===== config.mk =====
export PLATFORM = sky130hd
export DESIGN_NAME = pulse_output_source_select
export DESIGN_NICKNAME = d
export VERILOG_FILES = /design/src/pulse_src_pkg.sv /design/src/pulse_output_source_select.sv
export VERILOG_INCLUDE_DIRS = /design/src /design/src/src
export SDC_FILE = /design/constraint.sdc
export NUM_CORES = 2
export LEC_CHECK = 0
export BUFFER_PORTS_ARGS = -buffer_cell sky130_fd_sc_hd__buf_2
export CORE_ASPECT_RATIO = 0.9
export CORE_MARGIN = 5
export CORE_UTILIZATION = 38
export DETAILED_ROUTE_END_ITERATION = 8
export GPL_ROUTABILITY_DRIVEN = 0
export PLACE_DENSITY_LB_ADDON = 0.2
export RECOVER_POWER = 50
export SYNTH_ARGS = -nofsm -noshare
export SYNTH_HDL_FRONTEND = slang
export SYNTH_SLANG_ARGS = --single-unit

===== constraint.sdc =====
create_clock -name pclk -period 15.1 [get_ports pclk]
set_clock_uncertainty 0.15 [all_clocks]
set_input_delay 3.02 -clock pclk [delete_from_list [all_inputs] [get_ports pclk]]
set_output_delay 3.02 -clock pclk [all_outputs]
set_load 0.02 [all_outputs]

===== src/pulse_src_map.svh =====
// register map and field constants of the pulse output source selection
`ifndef PULSE_SRC_MAP_SVH
`define PULSE_SRC_MAP_SVH

// byte offsets of the apb registers
`define CFG_MODE_OFFSET      12'h000
`define COMP_MODE_OFFSET     12'h004
`define STATUS_OFFSET        12'h008

// field positions of the cfg mode register
`define FIRST_SEL_LSB        0
`define SECOND_SEL_LSB       3
`define THIRD_SEL_LSB        6
`define FIRST_DIS_BIT        9

// field positions of the computation mode register
`define FIRST_PHASE_LSB      0
`define SECOND_PHASE_LSB     3
`define THIRD_PHASE_LSB      6

// reset values
`define CFG_MODE_RESET       32'h0000_0288
`define COMP_MODE_RESET      32'h0000_01ff
`define SOURCE_VALID_RESET   3'h7

`endif


===== src/pulse_src_pkg.sv =====
// types of the pulse output source selection
package pulse_src_pkg;

    // power quantity codes of a source-select field
    typedef enum logic [2:0] {
        SRC_TOTAL_ACTIVE   = 3'h0,
        SRC_TOTAL_REACTIVE = 3'h1,
        SRC_APPARENT       = 3'h2,
        SRC_FUND_ACTIVE    = 3'h3,
        SRC_FUND_REACTIVE  = 3'h4
    } source_code_t;

    // per-phase powers, one signed word per phase
    typedef struct packed {
        logic signed [23:0] ph_c;
        logic signed [23:0] ph_b;
        logic signed [23:0] ph_a;
    } phase_power_t;

    // all five quantities of all three phases
    typedef struct packed {
        phase_power_t fund_reactive;
        phase_power_t fund_active;
        phase_power_t apparent;
        phase_power_t total_reactive;
        phase_power_t total_active;
    } power_set_t;

endpackage : pulse_src_pkg


===== src/pulse_output_source_select.sv =====
// selects the power quantity that drives each of the three pulse outputs
//
// Contract
// second_source_select is cfg bits 5:3, resets to 001, and 001 selects summed total reactive power.
// second output code 010 selects summed apparent power.
// second output code 011 selects summed fundamental active power.
// second output code 100 selects summed fundamental reactive power.
// second output reserved codes 101, 110, 111 stop its pulses.
// third_source_select is cfg bits 8:6, resets to 010, and 000 selects summed total active power.
// third output code 001 selects summed total reactive power.
// third output code 010 selects summed apparent power.
// third output code 011 selects summed fundamental active power.
// third output code 100 selects summed fundamental reactive power.
// only phases flagged in each output's phase-select field contribute; the third uses bits 8:6.
// first output reserved codes 101, 110, 111 stop its pulses.
// first_output_disable is cfg bit 9, resets to 1, and holds the first pulse output inactive.
// while disabled the first converter keeps accumulating.
//
// Added by the designer: the APB slave port and the register addresses.
`timescale 1ns/100ps
`default_nettype none
`include "pulse_src_map.svh"

module pulse_output_source_select
    import pulse_src_pkg::*;
#(
    parameter int ACC_WIDTH   = 32,
    parameter int PULSE_WIDTH = 4
) (
    input  wire logic        pclk,
    input  wire logic        presetn,
    input  wire logic        clk_en,
    input  wire logic        psel,
    input  wire logic        penable,
    input  wire logic        pwrite,
    input  wire logic [11:0] paddr,
    input  wire logic [31:0] pwdata,
    output logic      [31:0] prdata,
    output logic             pready,
    output logic             pslverr,
    input  wire power_set_t  powers,
    input  wire logic [ACC_WIDTH-1:0] dfc_threshold,
    output logic             pulse_out_first,
    output logic             pulse_out_second,
    output logic             pulse_out_third,
    output logic      [2:0]  source_valid
);

    localparam int SUM_W = 26;

    // configuration and status registers
    logic [9:0]  cfg_mode_ff;
    logic [8:0]  computation_mode_register_ff;
    logic [2:0]  pulse_seen_ff;
    // field views
    logic [2:0]  first_source_select;
    logic [2:0]  second_source_select;
    logic [2:0]  third_source_select;
    logic        first_output_disable;
    logic [2:0]  first_phase_select;
    logic [2:0]  second_phase_select;
    logic [2:0]  third_phase_select;
    // bus decode
    logic        wr_en;
    logic        rd_en;
    logic        addr_ok;
    // converter sums and handshakes
    logic signed [SUM_W-1:0] sum_first;
    logic signed [SUM_W-1:0] sum_second;
    logic signed [SUM_W-1:0] sum_third;
    logic [2:0]  run;
    logic [2:0]  fire;
    logic [2:0]  pulse_raw;
    // next values of the registered outputs
    logic [9:0]  nxt_cfg_mode;
    logic [31:0] nxt_prdata;
    logic [31:0] prdata_ff;
    logic [2:0]  source_valid_ff;

    // field views of the configuration registers
    assign first_source_select  = cfg_mode_ff[`FIRST_SEL_LSB +: 3];
    assign second_source_select = cfg_mode_ff[`SECOND_SEL_LSB +: 3];
    assign third_source_select  = cfg_mode_ff[`THIRD_SEL_LSB +: 3];
    assign first_output_disable = cfg_mode_ff[`FIRST_DIS_BIT];
    assign first_phase_select   = computation_mode_register_ff[`FIRST_PHASE_LSB +: 3];
    assign second_phase_select  = computation_mode_register_ff[`SECOND_PHASE_LSB +: 3];
    assign third_phase_select   = computation_mode_register_ff[`THIRD_PHASE_LSB +: 3];

    // apb decode, zero wait states; reads are looked up in the setup cycle
    assign addr_ok = (paddr == `CFG_MODE_OFFSET) || (paddr == `COMP_MODE_OFFSET) || (paddr == `STATUS_OFFSET);
    assign wr_en   = psel && penable && pwrite && clk_en;
    assign rd_en   = psel && !penable && !pwrite;
    assign prdata  = prdata_ff;
    assign pready  = 1'b1;
    assign pslverr = psel && penable && !addr_ok;

    // sum the chosen quantity over the enabled phases
    function automatic logic signed [SUM_W-1:0] pick_sum(
        input logic [2:0]  code,
        input logic [2:0]  phases,
        input power_set_t  p
    );
        phase_power_t q;
        logic signed [SUM_W-1:0] acc;
        q   = '0;
        acc = '0;
        case (code)
            3'h0:    q = p.total_active;
            3'h1:    q = p.total_reactive;
            3'h2:    q = p.apparent;
            3'h3:    q = p.fund_active;
            3'h4:    q = p.fund_reactive;
            default: q = '0;
        endcase
        // only flagged phases contribute
        if (phases[0]) begin
            acc = acc + SUM_W'(q.ph_a);
        end
        if (phases[1]) begin
            acc = acc + SUM_W'(q.ph_b);
        end
        if (phases[2]) begin
            acc = acc + SUM_W'(q.ph_c);
        end
        return acc;
    endfunction : pick_sum

    // quantity selection for the first output
    always_comb begin
        sum_first  = pick_sum(first_source_select, first_phase_select, powers);
    end

    // quantity selection for the second output
    always_comb begin
        sum_second = pick_sum(second_source_select, second_phase_select, powers);
    end

    // quantity selection for the third output
    always_comb begin
        sum_third  = pick_sum(third_source_select, third_phase_select, powers);
    end

    // reserved codes stop the converter
    assign run[0] = (first_source_select <= 3'h4);
    assign run[1] = (second_source_select <= 3'h4);
    assign run[2] = (third_source_select <= 3'h4);
    assign source_valid = source_valid_ff;

    // next configuration word; a frozen meter ignores writes
    always_comb begin
        nxt_cfg_mode = cfg_mode_ff;
        if (wr_en && paddr == `CFG_MODE_OFFSET) begin
            nxt_cfg_mode = pwdata[9:0];
        end
    end

    // configuration register, resets to its documented defaults
    always_ff @(posedge pclk or negedge presetn) begin
        if (!presetn) begin
            cfg_mode_ff <= 10'(`CFG_MODE_RESET);
        end else begin
            cfg_mode_ff <= nxt_cfg_mode;
        end
    end

    // registered code check, tracks the configuration word edge for edge
    always_ff @(posedge pclk or negedge presetn) begin
        if (!presetn) begin
            source_valid_ff <= `SOURCE_VALID_RESET;                           // reset codes are in use
        end else if (clk_en) begin
            source_valid_ff[0] <= (nxt_cfg_mode[`FIRST_SEL_LSB +: 3] <= 3'h4);
            source_valid_ff[1] <= (nxt_cfg_mode[`SECOND_SEL_LSB +: 3] <= 3'h4);
            source_valid_ff[2] <= (nxt_cfg_mode[`THIRD_SEL_LSB +: 3] <= 3'h4);
        end
    end

    // phase-select register
    always_ff @(posedge pclk or negedge presetn) begin
        if (!presetn) begin
            computation_mode_register_ff <= 9'(`COMP_MODE_RESET);
        end else if (wr_en && paddr == `COMP_MODE_OFFSET) begin
            computation_mode_register_ff <= pwdata[8:0];
        end
    end

    // sticky record of converter overflows, cleared by writing ones
    always_ff @(posedge pclk or negedge presetn) begin
        if (!presetn) begin
            pulse_seen_ff <= 3'h0;
        end else if (clk_en) begin
            if (wr_en && paddr == `STATUS_OFFSET) begin
                pulse_seen_ff <= (pulse_seen_ff & ~pwdata[2:0]) | fire;
            end else begin
                pulse_seen_ff <= pulse_seen_ff | fire;
            end
        end
    end

    // read lookup in the setup cycle, zero otherwise
    always_comb begin
        nxt_prdata = 32'h0;
        if (rd_en) begin
            case (paddr)
                `CFG_MODE_OFFSET:  nxt_prdata = {22'h0, cfg_mode_ff};
                `COMP_MODE_OFFSET: nxt_prdata = {23'h0, computation_mode_register_ff};
                `STATUS_OFFSET:    nxt_prdata = {26'h0, source_valid_ff, pulse_seen_ff};
                default:           nxt_prdata = 32'h0;
            endcase
        end
    end

    // read data register, stands through the access cycle then drops to zero
    always_ff @(posedge pclk or negedge presetn) begin
        if (!presetn) begin
            prdata_ff <= 32'h0;
        end else begin
            prdata_ff <= nxt_prdata;                                          // bus answers while frozen
        end
    end

    // one converter per output; each runs regardless of the gate
    dfc_channel #(
        .ACC_WIDTH   (ACC_WIDTH),
        .SUM_W       (SUM_W),
        .PULSE_WIDTH (PULSE_WIDTH)
    ) u_dfc_first (
        .pclk      (pclk),
        .presetn   (presetn),
        .clk_en    (clk_en),
        .run       (run[0]),
        .power     (sum_first),
        .threshold (dfc_threshold),
        .fire      (fire[0]),
        .pulse     (pulse_raw[0])
    );

    // converter of the second output
    dfc_channel #(
        .ACC_WIDTH   (ACC_WIDTH),
        .SUM_W       (SUM_W),
        .PULSE_WIDTH (PULSE_WIDTH)
    ) u_dfc_second (
        .pclk      (pclk),
        .presetn   (presetn),
        .clk_en    (clk_en),
        .run       (run[1]),
        .power     (sum_second),
        .threshold (dfc_threshold),
        .fire      (fire[1]),
        .pulse     (pulse_raw[1])
    );

    // converter of the third output
    dfc_channel #(
        .ACC_WIDTH   (ACC_WIDTH),
        .SUM_W       (SUM_W),
        .PULSE_WIDTH (PULSE_WIDTH)
    ) u_dfc_third (
        .pclk      (pclk),
        .presetn   (presetn),
        .clk_en    (clk_en),
        .run       (run[2]),
        .power     (sum_third),
        .threshold (dfc_threshold),
        .fire      (fire[2]),
        .pulse     (pulse_raw[2])
    );

    // output gating; the first output is blanked only, never reset
    // blanking sits after the stretcher, so the converter never sees it
    // a pulse cut by blanking is not replayed when the gate opens
    always_ff @(posedge pclk or negedge presetn) begin
        if (!presetn) begin
            pulse_out_first  <= 1'b0;
            pulse_out_second <= 1'b0;
            pulse_out_third  <= 1'b0;
        end else if (clk_en) begin
            pulse_out_first  <= pulse_raw[0] && !first_output_disable;
            pulse_out_second <= pulse_raw[1];
            pulse_out_third  <= pulse_raw[2];
        end
    end

endmodule : pulse_output_source_select

// converter notes:
// accumulator sheds one quantum per pulse, and wraps at ACC_WIDTH bits once a growing remainder passes the top
// a quantum below the largest magnitude lets the remainder grow
// a zero quantum leaves the accumulator running with no pulses at all
// the stretch counter retriggers, so dense pulses merge into one
// a reserved code freezes the remainder until a valid code returns

// digital-to-frequency converter: accumulates |power| and emits a pulse per threshold
module dfc_channel #(
    parameter int ACC_WIDTH   = 32,
    parameter int SUM_W       = 26,
    parameter int PULSE_WIDTH = 4
) (
    input  wire logic                    pclk,
    input  wire logic                    presetn,
    input  wire logic                    clk_en,
    input  wire logic                    run,
    input  wire logic signed [SUM_W-1:0] power,
    input  wire logic [ACC_WIDTH-1:0]    threshold,
    output logic                         fire,
    output logic                         pulse
);

    logic [ACC_WIDTH-1:0] acc_ff;
    logic [ACC_WIDTH-1:0] nxt_acc;
    logic [7:0]           width_ff;
    logic [SUM_W-1:0]     mag;

    // magnitude of the selected power
    assign mag     = power[SUM_W-1] ? SUM_W'(-power) : SUM_W'(power);
    assign nxt_acc = acc_ff + ACC_WIDTH'(mag);
    assign fire    = run && clk_en && (nxt_acc >= threshold) && (threshold != '0);

    // accumulator, cleared of one quantum on each pulse
    always_ff @(posedge pclk or negedge presetn) begin
        if (!presetn) begin
            acc_ff <= '0;
        end else if (clk_en && run) begin
            acc_ff <= fire ? nxt_acc - threshold : nxt_acc;
        end
    end

    // stretch each event to a visible pulse
    always_ff @(posedge pclk or negedge presetn) begin
        if (!presetn) begin
            width_ff <= 8'h0;
        end else if (clk_en) begin
            if (fire) begin
                width_ff <= 8'(PULSE_WIDTH);
            end else if (width_ff != 8'h0) begin
                width_ff <= width_ff - 8'h1;
            end
        end
    end

    assign pulse = (width_ff != 8'h0);

endmodule : dfc_channel
`default_nettype wire


==> run_results.csv <==
group,metric,value,unit
status,outcome,"finished, violations left",
status,violations,"capacitance limit, slew limit",
clock_network,holdBufCountCts,0,
yosys,synthSimpleGateAreaFrac,19.4,%
yosys,synth_top_area_share,12.0,%
timing,finalSetupViolCount,0,
power,cellLeakagePower,16.9,nW
power,ir_worst_vdd,0.148,mV
timing,final-max-slew-violation-count,163,
setup_path,r2r-end,"u_dfc_first.acc_ff[28]$_DFFE_PN0P_",
setup_path,path_delay_family,"compound AO/OA/AOI/OAI gates",
placed_design,io_buffer_count,436,
finish,synthToLayoutAreaGrowth,12.3,%
yosys,synth-adder-area-share,12.7,%
die,core_area,0.0914,mm^2
route,drc,0,
clock_network,clk_pin_slew,0.08,ns
route,ant_nets,0,
setup_path,cp_slowest_cell,"a221oi_1",
setup_path,crit_fanout,25,
finish,most-common-layout-cells,"505 x nand2_1, 434 x buf_2, 420 x o21ai_0, 401 x a21oi_1, 380 x nor2_1",
route,drt_first_pass_iters,6,
yosys,synthMuxAreaShare,10.3,%
min_path,worstHoldPathType,"register to register",
yosys,synth_edf_count,0,
yosys,avgSynthCellArea,7.36,um^2
min_path,hold-path-endpoint,"pulse_seen_ff[2]$_DFFE_PN0P_",
die,io_pins,482,
yosys,synthTopCellsByArea,"ha_1 12%, dfrtp_1 10%, mux2i_1 8.4%",
placed_design,dp_hpwl,133000,um
finish,final_core_util,43.2,%
finish,nets,5877,
timing,worst_pin_slew,3.96,ns
clock_network,cts-root-buf,"clkbuf_16",
setup_path,crit_required,15.31,ns
setup_path,reg2reg_depth,41,
clock_network,cts_tree,"built",
global_route,overflow,0,
clock_network,cts_sinks,158,
setup_path,r2r-start,"cfg_mode_ff[1]$_DFF_PN0_",
finish,drive_gt1_share,13.8,%
yosys,synth_compound_area_share,33.0,%
global_route,antenna_found_initial,76,
yosys,syn_inst,4780,
route,wire_per_inst,25.5,um
die,die_y,299,um
yosys,synth_xor_area_share,8.19,%
yosys,yosysTopAreaCell,"ha_1",
setup_path,cpPeakStageDelay,0.60,ns
timing,max_freq,69.6,MHz
route,drt-total-wl,163000,um
setup_path,critical_path_class,"input pin to register",
setup_path,path_depth,42,
clock_network,htreeDepth,4,
timing,slew_headroom,-164,%
setup_path,critPathBufInv,3,
timing,fin_crit,14.36,ns
finish,final_common_cell,"nand2_1",
yosys,synth.ff_latch_count,158,
yosys,synth_cell_types,105,
clock_network,clock_path_buffers,2,
clock_network,post_cts_buffers,0,
yosys,synth-async-reset-ratio,100,%
route,dr_total_vias,39800,
die,num_rows,105,
min_path,worstHoldStart,"pulse_seen_ff[2]$_DFFE_PN0P_",
setup_path,cp.arrival,14.57,ns
die,die-width,331,um
power,powerDensity,190,mW/mm^2
die,initial_utilization,38.5,%
global_route,grt_usage,31.2,%
yosys,synth_top_family_by_area,"compound AO/OA/AOI/OAI gates",
clock_network,postCtsResizedCells,0,
setup_path,critical_path.most_common_cell,"ha_1",
min_path,whs_path_depth,1,
yosys,seq_area_frac_synth,11.3,%
timing,fin_tns_setup,0,ns
yosys,yosys_warnings,0,
setup_path,ff2ff_setup_slack,1.75,ns
timing,post-route-period-util,95.1,%
route,drt_iter0_markers,4491,
yosys,syn-cell-area,0.0352,mm^2
clock_network,clock_latency,0.50,ns
die,dieArea,0.0987,mm^2
global_route,grt_start_max_net_pins,70,
timing,hold_violations,0,
route,viasPerCell,6.23,
flow_run,drv_cap,3,
global_route,first_global_vias,35900,
global_route,grt_pass1_wl,235000,um
timing,rsz0062_at_grt,"false",
setup_path,critPathLaunchType,"input pin",
setup_path,critPathCaptureType,"register",
clock_network,cts_buffers,17,
yosys,ys.flop_type,"dfrtp_1",
-- where the power goes --
| group | switching (mW) | internal (mW) |
|---|---|---|
| logic | 3.63 | 2.70 |
| clock network | 0.244 | 0.229 |
| registers | 0.125 | 0.596 |
| total | 3.99 | 3.53 |
-- cell type report --
cell class                      instances  area, um^2
Clock inverter                         15         204
Tap cell                             1230        1540
Inverter                              176         661
Fill cell                            9606       52000
Antenna cell                           64         160
Timing Repair Buffer                  527        2960
Clock buffer                           17         425
Sequential cell                       158        3980
Multi-Input combinational cell       4206       29600
-- cell families after synthesis --
family,Yosys count
AOI/OAI and AO/OA,1717
and+or+nand+nor,1444
buffers and inverters,437
adders and majority gates,349
muxes,346
xor gates and xnor gates,327
DFF,158
other,2
-- metrics by stage --
step / power (mW) / hold WS [ns] / std cells / area (um^2) / worst slack, ns
after floorplan: 5.55 / 0.295 / 4801 / 35200 / 2.26
after global placement: 6.88 / 0.313 / 6297 / 38700 / 0.607
after detailed placement: 6.92 / 0.323 / 6297 / 38700 / 0.496
after CTS: 7.44 / 0.341 / 6329 / 39300 / 1.03
after global routing: 8.27 / 0.363 / 6362 / 39400 / 0.0837
final: 7.52 / 0.338 / 6393 / 39500 / 0.739
-- sequential cells by signal, indices dropped and copies added, names as in the netlist --
signal	cells
u_dfc_first.acc_ff	32
u_dfc_second.acc_ff	32
u_dfc_third.acc_ff	32
cfg_mode_ff	10
prdata	10
computation_mode_register_ff	9
u_dfc_first.width_ff	8
u_dfc_second.width_ff	8
u_dfc_third.width_ff	8
pulse_seen_ff	3
source_valid	3
pulse_out_first	1
pulse_out_second	1
pulse_out_third	1
-- layer usage --
| metal | vias to the layer above | GRT usage (%) | wire (um) |
|---|---|---|---|
| met4 | 14 | 23.7 | 14800 |
| met3 | 445 | 6.55 | 15900 |
| li1 | 18700 | - | - |
| met5 | - | 0 | 93 |
| met1 | 18600 | 40.1 | 64700 |
| met2 | 2101 | 45.5 | 67400 |
-- Yosys cell counts, drive strengths merged, types with 134 or more instances --
library cell    n
mux2i         294
nor2          381
inv           174
xnor2         214
ha            337
a221o         164
dfrtp         143
clkbuf        170
a21o          134
nand2         507
a21oi         401
o21ai         427
-- worst max path at each step --
stage	start	slack, ns	to
finish	powers[151]	0.74	u_dfc_third.acc_ff[10]$_DFFE_PN0P_
global route	powers[151]	0.08	u_dfc_third.acc_ff[27]$_DFFE_PN0P_
CTS	powers[217]	1.03	u_dfc_second.acc_ff[29]$_DFFE_PN0P_
detailed placement	powers[217]	0.50	u_dfc_second.acc_ff[29]$_DFFE_PN0P_
global placement	powers[217]	0.61	u_dfc_second.acc_ff[29]$_DFFE_PN0P_
floorplan	powers[144]	2.26	u_dfc_first.acc_ff[26]$_DFFE_PN0P_
(Power assumes the default switching activity.)
